--- src/rtl/cgfs_params.svh ---
`ifndef CGFS_PARAMS_SVH
`define CGFS_PARAMS_SVH

// ----------------------------------------------------------------------
// register offsets (byte addresses)
// ----------------------------------------------------------------------
`define CGFS_ADDR_W         8
`define CGFS_OFF_CTRL       8'h00
`define CGFS_OFF_STATUS     8'h04
`define CGFS_OFF_DEBOUNCE   8'h08
`define CGFS_OFF_ROUTE      8'h0c
`define CGFS_OFF_SOURCE     8'h10
`define CGFS_OFF_DELIVERY   8'h14
`define CGFS_OFF_SYNC       8'h18
`define CGFS_OFF_EVCOUNT    8'h1c

// ----------------------------------------------------------------------
// register indices and field positions
// ----------------------------------------------------------------------
`define CGFS_IDX_CTRL       4'h0
`define CGFS_IDX_STATUS     4'h1
`define CGFS_IDX_DEBOUNCE   4'h2
`define CGFS_IDX_ROUTE      4'h3
`define CGFS_IDX_SOURCE     4'h4
`define CGFS_IDX_DELIVERY   4'h5
`define CGFS_IDX_SYNC       4'h6
`define CGFS_IDX_EVCOUNT    4'h7
`define CGFS_IDX_NONE       4'hf
`define CGFS_BIT_DRIVE      0
`define CGFS_BIT_IN_LEVEL   0
`define CGFS_BIT_SYNC_OUT   1
`define CGFS_BIT_SYNC_IN    2
`define CGFS_MODE_LSB       0
`define CGFS_MODE_MSB       1
`define CGFS_BIT_SLOW       4
`define CGFS_DIV_LSB        8
`define CGFS_DIV_MSB        11
`define CGFS_SEL_W          8
`define CGFS_DEB_W          16
`define CGFS_DIV_W          4
`define CGFS_EVC_W          16

// ----------------------------------------------------------------------
// event routing values
// ----------------------------------------------------------------------
`define CGFS_ROUTE_INPUT    8'h02
`define CGFS_SOURCE_QUEUE   8'h05
`define CGFS_DELIVER_NET    8'h03

// ----------------------------------------------------------------------
// timing
// ----------------------------------------------------------------------
`define CGFS_CLK_NS         10
`define CGFS_STEP_NS        480
`define CGFS_STRETCH_NS     1000
`define CGFS_STEP_CYC       (`CGFS_STEP_NS / `CGFS_CLK_NS)
`define CGFS_STRETCH_CYC    ((`CGFS_STRETCH_NS + `CGFS_CLK_NS - 1) / `CGFS_CLK_NS)

`endif

--- src/rtl/cgfs_pkg.sv ---
`default_nettype none
package cgfs_pkg;
  typedef enum logic [1:0] {
    CGFS_SYNC_DISABLED,
    CGFS_SYNC_LEADER,
    CGFS_SYNC_RELAY_LEADER,
    CGFS_SYNC_FOLLOWER
  } cgfs_sync_mode_e;
endpackage : cgfs_pkg
`default_nettype wire

--- src/rtl/cgfs_top.sv ---
// Operation
// - general output line follows the output drive setting, high or low.
// - input level status reads true when the general input line is high.
// - an event is emitted on each change of the general input line while route, source and delivery selects are 0x02, 0x05 and 0x03.
// - debounce setting gives a filter window in steps of about 480 ns.
// - debounce setting resets to zero; zero disables filtering.
// - debounce setting reaches 65535, about 31 ms of hold.
// - sync channel aligns frame start between leader and follower.
// - sync pulses at least 100 ns wide (the pin filter here accepts pulses of 2 clocks, 20 ns); accepted pulses stretched to 1 us.
// - sync mode is not retained; reset brings it back disabled.
// - slow configuration frames on a fraction of sync pulses.
// - relaying leader forwards incoming sync to sync out; follower does not.
//
// The register addresses and the APB interface to the registers were chosen for this implementation.
`timescale 1ns/100ps
`default_nettype none
`include "cgfs_params.svh"
module cgfs_top #(
  parameter int unsigned DEB_W    = `CGFS_DEB_W,
  parameter int unsigned STEP_CYC = `CGFS_STEP_CYC,
  parameter int unsigned STR_CYC  = `CGFS_STRETCH_CYC
) (
  input  wire logic                      i_sys_clk,
  input  wire logic                      i_rst_n,
  input  wire logic                      i_psel,
  input  wire logic                      i_penable,
  input  wire logic                      i_pwrite,
  input  wire logic [`CGFS_ADDR_W-1:0]   i_paddr,
  input  wire logic [31:0]               i_pwdata,
  output var  logic [31:0]               o_prdata,
  output var  logic                      o_pready,
  output var  logic                      o_pslverr,
  input  wire logic                      i_general_input_line,
  input  wire logic                      i_sync_in,
  input  wire logic                      i_frame_tick,
  output var  logic                      o_general_output_line,
  output var  logic                      o_input_change_event,
  output var  logic                      o_sync_out,
  output var  logic                      o_frame_start,
  output var  cgfs_pkg::cgfs_sync_mode_e o_sync_mode
);
  import cgfs_pkg::*;

  // ----------------------------------------------------------------------
  // register decode
  // ----------------------------------------------------------------------
  function automatic logic [3:0] cgfs_decode(
    input logic [`CGFS_ADDR_W-1:0] addr
  );
    logic [3:0] idx;
    idx = `CGFS_IDX_NONE;
    case (addr)
      `CGFS_OFF_CTRL:     idx = `CGFS_IDX_CTRL;
      `CGFS_OFF_STATUS:   idx = `CGFS_IDX_STATUS;
      `CGFS_OFF_DEBOUNCE: idx = `CGFS_IDX_DEBOUNCE;
      `CGFS_OFF_ROUTE:    idx = `CGFS_IDX_ROUTE;
      `CGFS_OFF_SOURCE:   idx = `CGFS_IDX_SOURCE;
      `CGFS_OFF_DELIVERY: idx = `CGFS_IDX_DELIVERY;
      `CGFS_OFF_SYNC:     idx = `CGFS_IDX_SYNC;
      `CGFS_OFF_EVCOUNT:  idx = `CGFS_IDX_EVCOUNT;
      default:            idx = `CGFS_IDX_NONE;
    endcase
    return idx;
  endfunction : cgfs_decode

  // ----------------------------------------------------------------------
  // state
  // ----------------------------------------------------------------------
  logic                    drive_setting;
  logic [DEB_W-1:0]        debounce_setting;
  logic [`CGFS_SEL_W-1:0]  route_select;
  logic [`CGFS_SEL_W-1:0]  source_select;
  logic [`CGFS_SEL_W-1:0]  delivery_select;
  logic                    slow_enable;
  logic [`CGFS_DIV_W-1:0]  slow_divide;
  logic [`CGFS_DIV_W-1:0]  pulse_count;
  logic [`CGFS_EVC_W-1:0]  event_count;
  logic [1:0]              pin_s1;
  logic [1:0]              pin_s2;
  logic [1:0]              pin_s3;
  logic [1:0]              pin_clean;
  logic                    input_filtered;
  logic                    input_prev;
  logic                    sync_prev;
  logic                    stretched;

  // ----------------------------------------------------------------------
  // apb decode
  // ----------------------------------------------------------------------
  wire        apb_setup  = i_psel & ~i_penable;
  wire        apb_commit = i_psel & i_penable & o_pready;
  wire        apb_wr     = apb_commit & i_pwrite;
  wire [3:0]  wr_idx     = cgfs_decode(i_paddr);
  wire [3:0]  rd_idx     = cgfs_decode(i_paddr);
  wire        rd_bad     = rd_idx == `CGFS_IDX_NONE;
  wire        wr_ctrl    = apb_wr & (wr_idx == `CGFS_IDX_CTRL);
  wire        wr_deb     = apb_wr & (wr_idx == `CGFS_IDX_DEBOUNCE);
  wire        wr_route   = apb_wr & (wr_idx == `CGFS_IDX_ROUTE);
  wire        wr_source  = apb_wr & (wr_idx == `CGFS_IDX_SOURCE);
  wire        wr_deliver = apb_wr & (wr_idx == `CGFS_IDX_DELIVERY);
  wire        wr_sync    = apb_wr & (wr_idx == `CGFS_IDX_SYNC);

  wire [31:0] rd_ctrl    = {31'h0, drive_setting};
  wire [31:0] rd_status  = {29'h0, pin_clean[1], stretched,
                            input_filtered};
  wire [31:0] rd_deb     = {{(32-DEB_W){1'b0}}, debounce_setting};
  wire [31:0] rd_route   = {24'h0, route_select};
  wire [31:0] rd_source  = {24'h0, source_select};
  wire [31:0] rd_deliver = {24'h0, delivery_select};
  wire [31:0] rd_sync    = {20'h0, slow_divide, 3'h0, slow_enable, 2'h0,
                            o_sync_mode};
  wire [31:0] rd_evc     = {16'h0, event_count};

  wire [31:0] rd_word =
    (rd_idx == `CGFS_IDX_CTRL)     ? rd_ctrl    :
    (rd_idx == `CGFS_IDX_STATUS)   ? rd_status  :
    (rd_idx == `CGFS_IDX_DEBOUNCE) ? rd_deb     :
    (rd_idx == `CGFS_IDX_ROUTE)    ? rd_route   :
    (rd_idx == `CGFS_IDX_SOURCE)   ? rd_source  :
    (rd_idx == `CGFS_IDX_DELIVERY) ? rd_deliver :
    (rd_idx == `CGFS_IDX_SYNC)     ? rd_sync    :
    (rd_idx == `CGFS_IDX_EVCOUNT)  ? rd_evc     : 32'h0;

  wire cgfs_sync_mode_e wr_mode =
    cgfs_sync_mode_e'(i_pwdata[`CGFS_MODE_MSB:`CGFS_MODE_LSB]);

  // ----------------------------------------------------------------------
  // apb answer: ready in the first access cycle
  // ----------------------------------------------------------------------
  always_ff @(posedge i_sys_clk or negedge i_rst_n) begin
    if (!i_rst_n) begin
      o_pready  <= 1'b0;
      o_pslverr <= 1'b0;
      o_prdata  <= 32'h0;
    end else begin
      o_pready  <= apb_setup;
      o_pslverr <= apb_setup & rd_bad;
      if (apb_setup & ~i_pwrite) begin
        o_prdata <= rd_word;
      end
    end
  end

  // ----------------------------------------------------------------------
  // writable registers
  // ----------------------------------------------------------------------
  always_ff @(posedge i_sys_clk or negedge i_rst_n) begin
    if (!i_rst_n) begin
      drive_setting    <= 1'b0;
      debounce_setting <= '0;
      route_select     <= 8'h0;
      source_select    <= 8'h0;
      delivery_select  <= 8'h0;
      o_sync_mode      <= CGFS_SYNC_DISABLED;
      slow_enable      <= 1'b0;
      slow_divide      <= 4'h0;
    end else begin
      if (wr_ctrl) begin
        drive_setting <= i_pwdata[`CGFS_BIT_DRIVE];
      end
      if (wr_deb) begin
        debounce_setting <= i_pwdata[DEB_W-1:0];
      end
      if (wr_route) begin
        route_select <= i_pwdata[`CGFS_SEL_W-1:0];
      end
      if (wr_source) begin
        source_select <= i_pwdata[`CGFS_SEL_W-1:0];
      end
      if (wr_deliver) begin
        delivery_select <= i_pwdata[`CGFS_SEL_W-1:0];
      end
      if (wr_sync) begin
        o_sync_mode <= wr_mode;
        slow_enable <= i_pwdata[`CGFS_BIT_SLOW];
        slow_divide <= i_pwdata[`CGFS_DIV_MSB:`CGFS_DIV_LSB];
      end
    end
  end

  // ----------------------------------------------------------------------
  // general output
  // ----------------------------------------------------------------------
  always_ff @(posedge i_sys_clk or negedge i_rst_n) begin
    if (!i_rst_n) begin
      o_general_output_line <= 1'b0;
    end else begin
      o_general_output_line <= drive_setting;
    end
  end

  // ----------------------------------------------------------------------
  // pin synchronisers: bit 0 general input, bit 1 sync in
  // ----------------------------------------------------------------------
  wire [1:0] pin_raw   = {i_sync_in, i_general_input_line};
  wire [1:0] pin_agree = ~(pin_s2 ^ pin_s3);

  always_ff @(posedge i_sys_clk or negedge i_rst_n) begin
    if (!i_rst_n) begin
      pin_s1    <= 2'h0;
      pin_s2    <= 2'h0;
      pin_s3    <= 2'h0;
      pin_clean <= 2'h0;
    end else begin
      pin_s1    <= pin_raw;
      pin_s2    <= pin_s1;
      pin_s3    <= pin_s2;
      pin_clean <= (pin_agree & pin_s3) | (~pin_agree & pin_clean);
    end
  end

  // ----------------------------------------------------------------------
  // debounce and input events
  // ----------------------------------------------------------------------
  cgfs_debounce #(
    .CNT_W    (DEB_W),
    .STEP_CYC (STEP_CYC)
  ) u_debounce (
    .i_sys_clk (i_sys_clk),
    .i_rst_n   (i_rst_n),
    .i_level   (pin_clean[0]),
    .i_setting (debounce_setting),
    .o_level   (input_filtered)
  );

  wire events_on = (route_select == `CGFS_ROUTE_INPUT) &
                   (source_select == `CGFS_SOURCE_QUEUE) &
                   (delivery_select == `CGFS_DELIVER_NET);
  wire input_edge = input_filtered ^ input_prev;
  wire fire_event = input_edge & events_on;

  always_ff @(posedge i_sys_clk or negedge i_rst_n) begin
    if (!i_rst_n) begin
      input_prev           <= 1'b0;
      o_input_change_event <= 1'b0;
      event_count          <= 16'h0;
    end else begin
      input_prev           <= input_filtered;
      o_input_change_event <= fire_event;
      if (fire_event) begin
        event_count <= 16'(event_count + 1'b1);
      end
    end
  end

  // ----------------------------------------------------------------------
  // frame sync
  // ----------------------------------------------------------------------
  wire ext_pulse  = pin_clean[1] & ~sync_prev;
  wire mode_lead  = o_sync_mode == CGFS_SYNC_LEADER;
  wire mode_relay = o_sync_mode == CGFS_SYNC_RELAY_LEADER;
  wire mode_follw = o_sync_mode == CGFS_SYNC_FOLLOWER;
  wire ext_driven = mode_relay | mode_follw;
  wire div_hit    = ~slow_enable | (pulse_count == slow_divide);
  wire ext_frame  = ext_driven & ext_pulse & div_hit;
  wire int_frame  = ~ext_driven & i_frame_tick;
  wire out_trig   = (mode_lead & i_frame_tick) |
                    (mode_relay & ext_pulse);

  always_ff @(posedge i_sys_clk or negedge i_rst_n) begin
    if (!i_rst_n) begin
      sync_prev     <= 1'b0;
      pulse_count   <= 4'h0;
      o_frame_start <= 1'b0;
    end else begin
      sync_prev     <= pin_clean[1];
      o_frame_start <= ext_frame | int_frame;
      if (~ext_driven | ~slow_enable) begin
        pulse_count <= 4'h0;
      end else if (ext_pulse) begin
        pulse_count <= div_hit ? 4'h0 : 4'(pulse_count + 1'b1);
      end
    end
  end

  cgfs_stretch #(
    .LEN_CYC (STR_CYC)
  ) u_stretch (
    .i_sys_clk (i_sys_clk),
    .i_rst_n   (i_rst_n),
    .i_trig    (out_trig),
    .o_pulse   (stretched)
  );

  always_ff @(posedge i_sys_clk or negedge i_rst_n) begin
    if (!i_rst_n) begin
      o_sync_out <= 1'b0;
    end else begin
      o_sync_out <= stretched;
    end
  end

endmodule : cgfs_top
`default_nettype wire

--- src/rtl/cgfs_debounce.sv ---
`timescale 1ns/100ps
`default_nettype none
module cgfs_debounce #(
  parameter int unsigned CNT_W    = 16,
  parameter int unsigned STEP_CYC = 48
) (
  input  wire logic             i_sys_clk,
  input  wire logic             i_rst_n,
  input  wire logic             i_level,
  input  wire logic [CNT_W-1:0] i_setting,
  output var  logic             o_level
);
  localparam int unsigned PRE_W = $clog2(STEP_CYC) + 1;

  logic [PRE_W-1:0] pre;
  logic [CNT_W-1:0] steps;
  wire              differ    = i_level != o_level;
  wire              step_done = pre == PRE_W'(STEP_CYC - 1);
  wire              bypass    = i_setting == '0;
  wire              win_done  = steps == CNT_W'(i_setting - 1'b1);

  // ----------------------------------------------------------------------
  // filter window in steps
  // ----------------------------------------------------------------------
  always_ff @(posedge i_sys_clk or negedge i_rst_n) begin
    if (!i_rst_n) begin
      pre     <= '0;
      steps   <= '0;
      o_level <= '0;
    end else if (bypass) begin
      pre     <= '0;
      steps   <= '0;
      o_level <= i_level;
    end else if (!differ) begin
      pre   <= '0;
      steps <= '0;
    end else if (!step_done) begin
      pre <= PRE_W'(pre + 1'b1);
    end else if (win_done) begin
      pre     <= '0;
      steps   <= '0;
      o_level <= i_level;
    end else begin
      pre   <= '0;
      steps <= CNT_W'(steps + 1'b1);
    end
  end
endmodule : cgfs_debounce
`default_nettype wire

--- src/rtl/cgfs_stretch.sv ---
`timescale 1ns/100ps
`default_nettype none
module cgfs_stretch #(
  parameter int unsigned LEN_CYC = 100
) (
  input  wire logic i_sys_clk,
  input  wire logic i_rst_n,
  input  wire logic i_trig,
  output var  logic o_pulse
);
  localparam int unsigned CW = $clog2(LEN_CYC + 1);

  logic [CW-1:0] cnt;

  // ----------------------------------------------------------------------
  // hold high for the full stretch length, retrigger restarts
  // ----------------------------------------------------------------------
  always_ff @(posedge i_sys_clk or negedge i_rst_n) begin
    if (!i_rst_n) begin
      cnt     <= '0;
      o_pulse <= '0;
    end else if (i_trig) begin
      cnt     <= CW'(LEN_CYC - 1);
      o_pulse <= 1'b1;
    end else if (cnt != '0) begin
      cnt <= CW'(cnt - 1'b1);
    end else begin
      o_pulse <= 1'b0;
    end
  end
endmodule : cgfs_stretch
`default_nettype wire

--- config.mk ---
export PLATFORM = sky130hd
export DESIGN_NAME = cgfs_top
export DESIGN_NICKNAME = d
export VERILOG_FILES = /design/src/rtl/cgfs_pkg.sv /design/src/rtl/cgfs_top.sv /design/src/rtl/cgfs_debounce.sv /design/src/rtl/cgfs_stretch.sv
export VERILOG_INCLUDE_DIRS = /design/src /design/src/rtl
export SDC_FILE = /design/constraint.sdc
export NUM_CORES = 1
export LEC_CHECK = 0
export BUFFER_PORTS_ARGS = -buffer_cell sky130_fd_sc_hd__buf_2
export CAP_MARGIN = 20
export CORE_MARGIN = 4
export CORE_UTILIZATION = 50
export DETAILED_ROUTE_END_ITERATION = 16
export PLACE_DENSITY = 0.7
export SETUP_SLACK_MARGIN = 0.1
export SYNTH_ARGS = -nofsm -noshare
export SYNTH_HDL_FRONTEND = slang
export SYNTH_HIERARCHICAL = 1
export SYNTH_SLANG_ARGS = --single-unit
--- constraint.sdc ---
create_clock -name i_sys_clk -period 5.9 [get_ports i_sys_clk]
set_clock_uncertainty 0.15 [all_clocks]
set_input_delay 0.59 -clock i_sys_clk [delete_from_list [all_inputs] [get_ports i_sys_clk]]
set_output_delay 0.59 -clock i_sys_clk [all_outputs]
set_load 0.01 [all_outputs]
==> results.sh, run 1 <==
export IMPL_ant_nets=0
export IMPL_clkSlewWorstSetupHoldPaths_ns=0.06
export IMPL_timing_final_crit_share=0.5326
export IMPL_routed_wirelength_mm=16.77
export IMPL_antenna_cells=0
export IMPL_met3_usage=0.04716
export IMPL_crit_required_ns=6.04
export IMPL_relSlewSlack=0.3580
export IMPL_grt_pass1_vias=5216
export IMPL_async_flop_share=1.000
export IMPL_synth_warnings=6
export IMPL_clock_root_buffer="clkbuf_16"
export IMPL_synth_seq_cells=132
export IMPL_grt_overflow=0
export IMPL_crit_type="flip-flop to flip-flop"
export IMPL_antenna_found_initial=0
export IMPL_multi_input_area_sq_um=3562
export IMPL_netlist_area_leader_share=0.4668
export IMPL_gr_max_usage_layer="met2"
export IMPL_seq_power_share=0.428
export IMPL_worst_hold_slack_ns=0.1299
export IMPL_cp_slowest_stage_delay_ns=0.54
export IMPL_critPathArrivalTime_ns=3.29
export IMPL_wire_per_inst_um=18.65
export IMPL_hpwl_mm=11.97
export IMPL_worstSkewPairLatency_ns=0.41
export IMPL_seqCellArea_sq_um=3303
export IMPL_cap_violations=0
export IMPL_critPathTopFamily="simple AND/OR/NAND/NOR gates"
export IMPL_gp_congestion=0.9260
export IMPL_worst_slew_pin_slew_ns=0.9630
export IMPL_met2_usage=0.3372
export IMPL_comb_power_share=0.093
export IMPL_grt_max_degree=77
export IMPL_cts_sinks=132
export IMPL_power_density_nw_per_um2=286.0
export IMPL_numCtsBuffers=17
export IMPL_num_rows=43
export IMPL_outcome="finished, final reports clean"
export IMPL_ioPinCount=88
export IMPL_place_inst=866
export IMPL_area_growth_synth_to_final_pct=13.69
export IMPL_yosys_top_cells_area="dfrtp_1, mux2_2, xnor2_1, nor2_1, nand2_1"
export IMPL_max_freq_ghz=0.3183
export IMPL_avgSynthCellArea_sq_um=10.87
export IMPL_dieHeight_um=127.0
export IMPL_fp_coreArea_sq_um=13880
export IMPL_num_vias=5305
export IMPL_post_cts_setup_buffer_count=0
export IMPL_initial_core_util=0.5097
export IMPL_min_period_ns=3.142
export IMPL_crit_path_start_kind="flip-flop"
export IMPL_synth_flop_cell="dfrtp_1"
export IMPL_drv_slew=0
export IMPL_grt_use_total=0.2162
export IMPL_synth_area_sq_um=7076
export IMPL_worst_path_buf_inv=1
export IMPL_cts_tree="yes"
export IMPL_p_sw_frac=0.2396
export IMPL_cp_max_fo=13
export IMPL_final_util=0.5795
export IMPL_drc_errors=0
export IMPL_yosysTopAreaCell="dfrtp_1"
export IMPL_end_kind="flip-flop"
export IMPL_initialDrtViolationCount=503
export IMPL_cp_common_cell="nor2_1"
export IMPL_die_w_um=127.0
export IMPL_synth_edf_count=0
export IMPL_p_int_w=0.001749
export IMPL_n_fill_cell=1138
export IMPL_final_nets=760
export IMPL_hold_class="input port to flip-flop"
export IMPL_rsz0062_at_grt="false"
export IMPL_cts_htree_levels=4
export IMPL_ys_types=79
export IMPL_setup_viol=0
export IMPL_grt_met1_usage=0.3076
export IMPL_p_sw_w=0.0005511
export IMPL_fin_setup_tns_ns=0
export IMPL_grt_pass1_wl_mm=27.58
export IMPL_worstPathCellList="inv_1 > ha_1 > nor3b_4 > nand4_4 > o21ai_2 > nor2_1 > nor2_1 > nand2_1 > xor2_1 > nor2_1"
export IMPL_synthCells=651
export IMPL_die_area_sq_um=16120
export IMPL_hold_viol_final=0
export IMPL_final_cells=899
export IMPL_clk_path_buf_depth=2
export IMPL_port_buffers=55
export IMPL_ir_drop_v=0.0002045
export IMPL_leakage_nw=3.800
export IMPL_dr_pass1_iters=5
export IMPL_post_cts_resized=0
export IMPL_p_clk_frac=0.479
export IMPL_ys_seq_area_frac=0.4668
export IMPL_holdBufCountCts=0
export IMPL_slowest_stage="nor3b_4"
export IMPL_drive_above_1_share=0.2406
export IMPL_vias_per_cell=5.901
==> flip-flops by register name, indices dropped and copies added (netlist names), 2 cells and up, named ones only <==
register / cells
debounce_setting: 16
delivery_select: 8
event_count: 16
o_prdata: 16
o_sync_mode: 2
pin_s1: 2
pin_s2: 2
pin_s3: 2
pulse_count: 4
route_select: 8
slow_divide: 4
source_select: 8
u_debounce/pre: 7
u_debounce/steps: 16
u_stretch/cnt: 7
==> cells in the mapped netlist, drive strengths merged (2+ instances only) <==
| cell | n |
|---|---|
| xor2 | 18 |
| o21ai | 33 |
| nand4 | 12 |
| nand2b | 6 |
| o21a | 2 |
| nor3 | 16 |
| and2b | 2 |
| o31ai | 5 |
| nor2 | 49 |
| a21oi | 30 |
| or3 | 6 |
| clkbuf | 13 |
| a22oi | 10 |
| nand2 | 52 |
| mux2 | 51 |
| or2 | 4 |
| a31oi | 4 |
| nor4 | 13 |
| nand4b | 2 |
| inv | 14 |
| nor3b | 3 |
| xnor2 | 36 |
| a22o | 2 |
| and3 | 14 |
| ha | 6 |
| or3b | 3 |
| buf | 23 |
| or4 | 2 |
| nor2b | 8 |
| a221oi | 2 |
| mux4 | 3 |
| nor4b | 4 |
| nand3b | 4 |
| nand3 | 21 |
| and2 | 2 |
| a2bb2oi | 2 |
| a21o | 4 |
| mux2i | 11 |
| o22a | 3 |
| dfrtp | 132 |
| maj3 | 2 |
| a211oi | 4 |
==> worst paths after layout <==
path,cells after the start,endpoint,slack [ns],startpoint
worst max-delay path,10,u_debounce/steps[11],2.76,debounce_setting[0]
worst min-delay path,1,pin_s1[1],0.13,i_sync_in
worst max register to register,10,u_debounce/steps[11],2.76,debounce_setting[0]
worst min register to register,0,pin_s2[0],0.20,pin_s1[0]
max in group asynchronous,2,o_prdata[3],4.15,i_rst_n
min in group asynchronous,1,u_stretch/cnt[6],0.18,i_rst_n
==> power groups by stage <==
stage	combinational, W	clock [W]	sequential, W
after detailed placement	0.000215	0	0.000999
final	0.000214	0.00110	0.000984
after global routing	0.000240	0.00116	0.000989
after global placement	0.000200	0	0.000996
after CTS	0.000216	0.00112	0.000984
after floorplan	0.000151	0	0.000990
==> logic make-up after synthesis <==
kind of cell / share of synthesized area
fa+ha+maj: 0.01344
mux: 0.1121
other cells: 0.0005300
simple gates: 0.1977
buf+inv: 0.03767
compound gates: 0.1049
xor+xnor: 0.06684
flops: 0.4668
==> metal layers <==
layer | part of all wire | vias to the layer above | wire length (um)
li1 | - | 2422 | -
met1 | 0.46 | 2703 | 7680
met2 | 0.47 | 160 | 7958
met3 | 0.055 | 20 | 928
met4 | 0.012 | 0 | 203
met5 | 0 | - | 0
==> metrics by stage <==
stage                     power (W)  setup slack, ns  cell area, sq um
after global routing       0.002391            2.433              8044
after detailed placement   0.001214            2.851              7428
after floorplan            0.001141            3.342              7132
after CTS                  0.002319            2.782              8039
final                      0.002300            2.758              8044
after global placement     0.001196            2.928              7428
==> worst register-to-register path: stages (launching register included) <==
cell,delay [ns]
dfrtp_1,0.48
inv_1,0.10
ha_1,0.25
nor3b_4,0.54
nand4_4,0.25
o21ai_2,0.39
nor2_1,0.30
nor2_1,0.27
nand2_1,0.09
xor2_1,0.14
nor2_1,0.05
==> placed cells by master, fill, tap and decap left out, types with 6 or more instances in the layout <==
cell and count:
mux2_4 11, mux2i_1 11, inv_1 14, buf_2 55, nor3_1 11, clkbuf_16 17, mux2_2 39, xor2_1 18
nor2_1 49, o21ai_1 7, nand2b_1 6, ha_1 6, a21oi_1 29, xnor2_1 36, and3_1 14, conb_1 16
a22oi_1 10, nand2_1 47, o21ai_0 25, nand4_1 9, nand3_1 20, dfrtp_1 132, nor2b_1 8
==> cell type report <==
type | instances | area share
Clock buffer | 23 | 0.05693
Clock inverter | 9 | 0.01898
Inverter | 14 | 0.006533
Multi-Input combinational cell | 484 | 0.4428
Sequential cell | 132 | 0.4106
Tap cell | 180 | 0.02800
Timing Repair Buffer | 57 | 0.03609
Power figures use the tool's default switching activity.
==> inputs of run 2 (changes only) <==
- PLACE_DENSITY: 0.7 -> 0.73
- clock period: 5.9 -> 2.7 ns (I/O delays scaled with it)
==> run 2 against run 1 <==
Effect of this change: worst setup slack got worse by 2.6 ns; power increased by 120%; die area unchanged; sequential cell count unchanged; critical path type unchanged; largest cell class unchanged; largest power group unchanged; highest routed layer unchanged.
==> results.sh, run 2 (synthesized netlist as in run 1, its figures left out) <==
export IMPL_worstSkewPairLatency_ns=0.42
export IMPL_drv_slew=0
export IMPL_hold_class="input port to flip-flop"
export IMPL_grt_overflow=0
export IMPL_setup_viol=0
export IMPL_cp_slowest_stage_delay_ns=0.54
export IMPL_crit_required_ns=2.91
export IMPL_ir_drop_v=0.0005114
export IMPL_vias_per_cell=5.784
export IMPL_critPathTopFamily="simple AND/OR/NAND/NOR gates"
export IMPL_drc_errors=0
export IMPL_drt_met1_wl_mm=7.012
export IMPL_clock_root_buffer="clkbuf_16"
export IMPL_cap_violations=0
export IMPL_wl_met3_um=987
export IMPL_dieHeight_um=127.0
export IMPL_wl_met2_mm=8.758
export IMPL_power_density_nw_per_um2=588.9
export IMPL_area_growth_synth_to_final_pct=20.25
export IMPL_cp_max_fo=8
export IMPL_slowest_stage="nor4_2"
export IMPL_worst_hold_slack_ns=0.01254
export IMPL_cts_tree="yes"
export IMPL_clkSlewWorstSetupHoldPaths_ns=0.06
export IMPL_cts_htree_levels=4
export IMPL_drive_above_1_share=0.2784
export IMPL_r2r_setup_slack_ns=0.11
export IMPL_timing_final_crit_share=0.9590
export IMPL_fin_setup_tns_ns=0
export IMPL_grt_use_total=0.2167
export IMPL_cts_sinks=132
export IMPL_leakage_nw=4.052
export IMPL_outcome="finished, final reports clean"
export IMPL_grt_max_degree=53
export IMPL_max_freq_ghz=0.3862
export IMPL_die_w_um=127.0
export IMPL_fp_coreArea_sq_um=13880
export IMPL_dr_pass1_iters=7
export IMPL_final_nets=806
export IMPL_worst_slew_pin_slew_ns=0.7954
export IMPL_rsz0062_at_grt="true"
export IMPL_num_vias=5466
export IMPL_worstPathCellList="nor4_2 > a21oi_1 > o31ai_1 > o31ai_2 > o211a_1 > nand4_4 > mux2_4 > nand2_1"
export IMPL_wire_per_inst_um=18.04
export IMPL_ant_nets=0
export IMPL_die_area_sq_um=16120
export IMPL_antenna_cells=0
export IMPL_clk_path_buf_depth=2
export IMPL_gp_congestion=0.9030
export IMPL_initialDrtViolationCount=471
export IMPL_critPathArrivalTime_ns=2.79
export IMPL_grt_pass1_wl_mm=27.97
export IMPL_n_fill_cell=1142
export IMPL_antenna_found_initial=0
export IMPL_grt_pass1_vias=5576
export IMPL_port_buffers=55
export IMPL_total_power_w=0.005010
export IMPL_crit_type="flip-flop to flip-flop"
export IMPL_num_rows=43
export IMPL_min_period_ns=2.589
export IMPL_final_common_cell="dfrtp_1"
export IMPL_mostFrequentLayoutCells="dfrtp_1, buf_2, nor2_1, nand2_1, mux2_2"
export IMPL_numCtsBuffers=17
export IMPL_initial_core_util=0.5097
export IMPL_top_layer_used="met4"
export IMPL_crit_path_start_kind="flip-flop"
export IMPL_ioPinCount=88
export IMPL_end_kind="flip-flop"
export IMPL_routed_wirelength_mm=17.05
export IMPL_relSlewSlack=0.4628
export IMPL_hold_viol_final=0
export IMPL_worst_path_buf_inv=0
export IMPL_hpwl_mm=12.20
==> run 2: cell count changes in the layout (fill, tap and decap cells not counted), sizes merged <==
cell / previous run / this run
bufinv: 4 / 3
inv: 14 / 17
buf: 57 / 85
dlygate4sd3: 0 / 18
clkbuf: 23 / 18
clkinv: 2 / 5
==> run 2: report_power, final <==
part	internal [W]	total (W)	switching (W)	leakage, nW
registers	0.00206	0.00215	0.0000811	1.79
clock network	0.00146	0.00236	0.000898	0.287
logic	0.000220	0.000503	0.000283	1.97
==> run 2: area by class of cell <==
cell class	instances	area, sq um	area share
multi-input cells	484	3602	0.4234
flip-flops and latches	132	3304	0.3884
repair buffers	103	715.7	0.08412
clock buffers	18	429.2	0.05044
well taps	180	225.2	0.02647
clock inverters	14	178.9	0.02103
inverters	14	52.55	0.006176
==> run 2: per-stage QoR <==
stage          cell area [sq um]  std cells  worst slack (ns)  utilization
6_report                    8508        945            0.1108       0.6129
5_1_grt                     8508        945           0.04923       0.6129
4_1_cts                     8411        940            0.1026       0.6059
3_5_place_dp                7621        890           0.04983       0.5490
3_3_place_gp                7621        890            0.1173       0.5490
2_1_floorplan               7132        666            0.1416            -
==> run 2: layer usage <==
metal	up-vias	track usage
met1	2730	0.2753
met4	0	0.07508
met5	-	0
li1	2518	-
met3	23	0.03832
met2	195	0.3736
==> run 2: timing repair <==
item                       4_1_cts  5_1_grt
buffers inserted                 0        5
hold endpoints to repair        58        0
setup endpoints to repair       10       14
gates resized for setup          1       10
pin swaps                        0       11
hold buffers                    18        0
==> run 2: path summary, 6_finish.rpt <==
| check | startpoint | end | cells past startpoint |
|---|---|---|---|
| max in group asynchronous | i_rst_n | u_debounce/steps[4] | 3 |
| hold reg to reg | pin_s1[0] | pin_s2[0] | 0 |
| setup / recovery | debounce_setting[6] | u_debounce/o_level | 8 |
| min in group asynchronous | i_rst_n | u_stretch/cnt[5] | 2 |
| hold / removal | i_pwdata[2] | debounce_setting[2] | 2 |
| setup reg to reg | debounce_setting[6] | u_debounce/o_level | 8 |
==> inputs of run 3 (changes only) <==
- PLACE_DENSITY: 0.73 -> 0.77
==> run 3 against run 2 <==
Effect of this change: worst setup slack gained 0.031 ns; power shrank 0.64%; worst hold slack gained 0.013 ns; critical path depth grew 3; clock power is essentially flat; first-iteration DRC count shrank 1.3%; critical path type unchanged.
==> results.sh, run 3 (synthesized netlist as in run 1, its figures left out) <==
export IMPL_worst_slew_pin_slew_ns=0.8251
export IMPL_grt_pass1_wl_mm=27.79
export IMPL_relSlewSlack=0.4428
export IMPL_initial_core_util=0.5097
export IMPL_clock_root_buffer="clkbuf_16"
export IMPL_num_vias=5506
export IMPL_cts_htree_levels=4
export IMPL_numCtsBuffers=17
export IMPL_final_area_sq_um=8527
export IMPL_antenna_found_initial=0
export IMPL_setup_viol=0
export IMPL_grt_overflow=0
export IMPL_timing_final_crit_share=0.9474
export IMPL_antenna_cells=0
export IMPL_grt_pass1_vias=5465
export IMPL_area_growth_synth_to_final_pct=20.51
export IMPL_hold_viol_final=0
export IMPL_end_kind="flip-flop"
export IMPL_comb_power_share=0.101
export IMPL_grt_use_total=0.2173
export IMPL_ant_nets=0
export IMPL_cts_tree="yes"
export IMPL_power_density_nw_per_um2=583.8
export IMPL_p_sw_w=0.001218
export IMPL_crit_path_start_kind="flip-flop"
export IMPL_fin_setup_tns_ns=0
export IMPL_crit_required_ns=2.86
export IMPL_max_freq_ghz=0.3909
export IMPL_dieHeight_um=127.0
export IMPL_p_clk_frac=0.469
export IMPL_die_area_sq_um=16120
export IMPL_dr_pass1_iters=5
export IMPL_placed_cell_area_sq_um=7629
export IMPL_hpwl_mm=12.09
export IMPL_seq_power_share=0.430
export IMPL_p_int_w=0.003760
export IMPL_drc_errors=0
export IMPL_outcome="finished, final reports clean"
export IMPL_initialDrtViolationCount=465
export IMPL_vias_per_cell=5.790
export IMPL_worstSkewPairLatency_ns=0.42
export IMPL_clkSlewWorstSetupHoldPaths_ns=0.06
export IMPL_crit_type="flip-flop to flip-flop"
export IMPL_routed_wirelength_mm=17.23
export IMPL_drive_above_1_share=0.2853
export IMPL_num_rows=43
export IMPL_clk_path_buf_depth=2
export IMPL_leakage_nw=4.064
export IMPL_cap_violations=0
export IMPL_final_nets=812
export IMPL_ioPinCount=88
export IMPL_mostFrequentLayoutCells="dfrtp_1, buf_2, nor2_1, nand2_1, mux2_2"
export IMPL_min_period_ns=2.558
export IMPL_final_common_cell="dfrtp_1"
export IMPL_rsz0062_at_grt="true"
export IMPL_drv_slew=0
export IMPL_total_power_w=0.004978
export IMPL_wire_per_inst_um=18.12
export IMPL_critPathArrivalTime_ns=2.71
export IMPL_ir_drop_v=0.0004698
export IMPL_fp_coreArea_sq_um=13880
export IMPL_n_fill_cell=1081
export IMPL_cts_sinks=132
export IMPL_gp_congestion=0.9195
export IMPL_cp_max_fo=7
export IMPL_p_sw_frac=0.2448
export IMPL_hold_class="input port to flip-flop"
export IMPL_grt_max_degree=64
export IMPL_die_w_um=127.0
export IMPL_port_buffers=55
## run 3: cell types whose count changed in the layout (fill, tap and decap cells not counted), moves of 2 or more
cell / change
buf_4: +6
clkinv_2: +4
clkinvlp_4: -2
inv_6: -2
## run 3: per-stage QoR
stage | hold WS, ns | util | std cells | worst slack [ns]
after global placement | 0.1400 | 0.5496 | 891 | 0.1743
after CTS | 0.01464 | 0.6064 | 941 | 0.08929
after detailed placement | 0.1483 | 0.5496 | 891 | 0.07909
after global routing | 0.03054 | 0.6143 | 951 | 0.04212
final | 0.02514 | 0.6143 | 951 | 0.1420
after floorplan | -0.1756 | - | 666 | 0.1416
## run 3: layer usage
layer	track usage	up-vias	wire length [um]
met2	0.3605	190	8584
met5	0	-	0
met4	0.07066	0	401
met3	0.05558	42	982
li1	-	2534	-
met1	0.2791	2740	7261
## run 3: path summary, 6_finish.rpt
check                      cells after the start  slack [ns]                 from             endpoint
hold / removal                                 2        0.03          i_pwdata[1]       o_sync_mode[1]
min in group asynchronous                      2        0.23              i_rst_n     u_stretch/cnt[0]
max in group asynchronous                      3        1.39              i_rst_n    u_debounce/pre[1]
setup reg to reg                              11        0.14  debounce_setting[0]  u_debounce/steps[5]
setup / recovery                              11        0.14  debounce_setting[0]  u_debounce/steps[5]
hold reg to reg                                0        0.20            pin_s1[0]            pin_s2[0]
## run 3: final cells by class
class                      count  area (sq um)  share of cell area
multi-input combinational    484          3597              0.4219
sequential                   132          3306              0.3877
timing repair buffer         109         745.7             0.08745
clock buffer                  19         442.9             0.05194
tap                          180         225.2             0.02641
clock inverter                13         157.7             0.01849
inverter                      14         52.55            0.006163
## run 3: critical path, cell delays in order (launching register included)
cell and delay (ns):
dfrtp_2 0.43, buf_4 0.16, nor4_4 0.25, buf_4 0.21
buf_4 0.11, nand4_1 0.13, xnor2_1 0.19, o211a_1 0.22
nand4_4 0.17, buf_4 0.20, a31oi_1 0.15, o21ai_1 0.07
## run 3: power groups by stage
stage | Sequential (W) | Clock [W] | Combinational [W]
floorplan | 0.00216 | 0 | 0.000330
global placement | 0.00217 | 0 | 0.000456
detailed placement | 0.00218 | 0 | 0.000474
CTS | 0.00214 | 0.00236 | 0.000497
global route | 0.00215 | 0.00244 | 0.000564
finish | 0.00214 | 0.00233 | 0.000503
## run 3: repair_timing
action / 4_1_cts / 5_1_grt
buffers inserted: 0 / 9
endpoints found under the hold margin: 70 / 0
gates cloned: 0 / 1
hold buffers: 18 / 0
pin swaps: 3 / 9
endpoints found under the setup margin: 4 / 16
gates resized for setup: 3 / 9
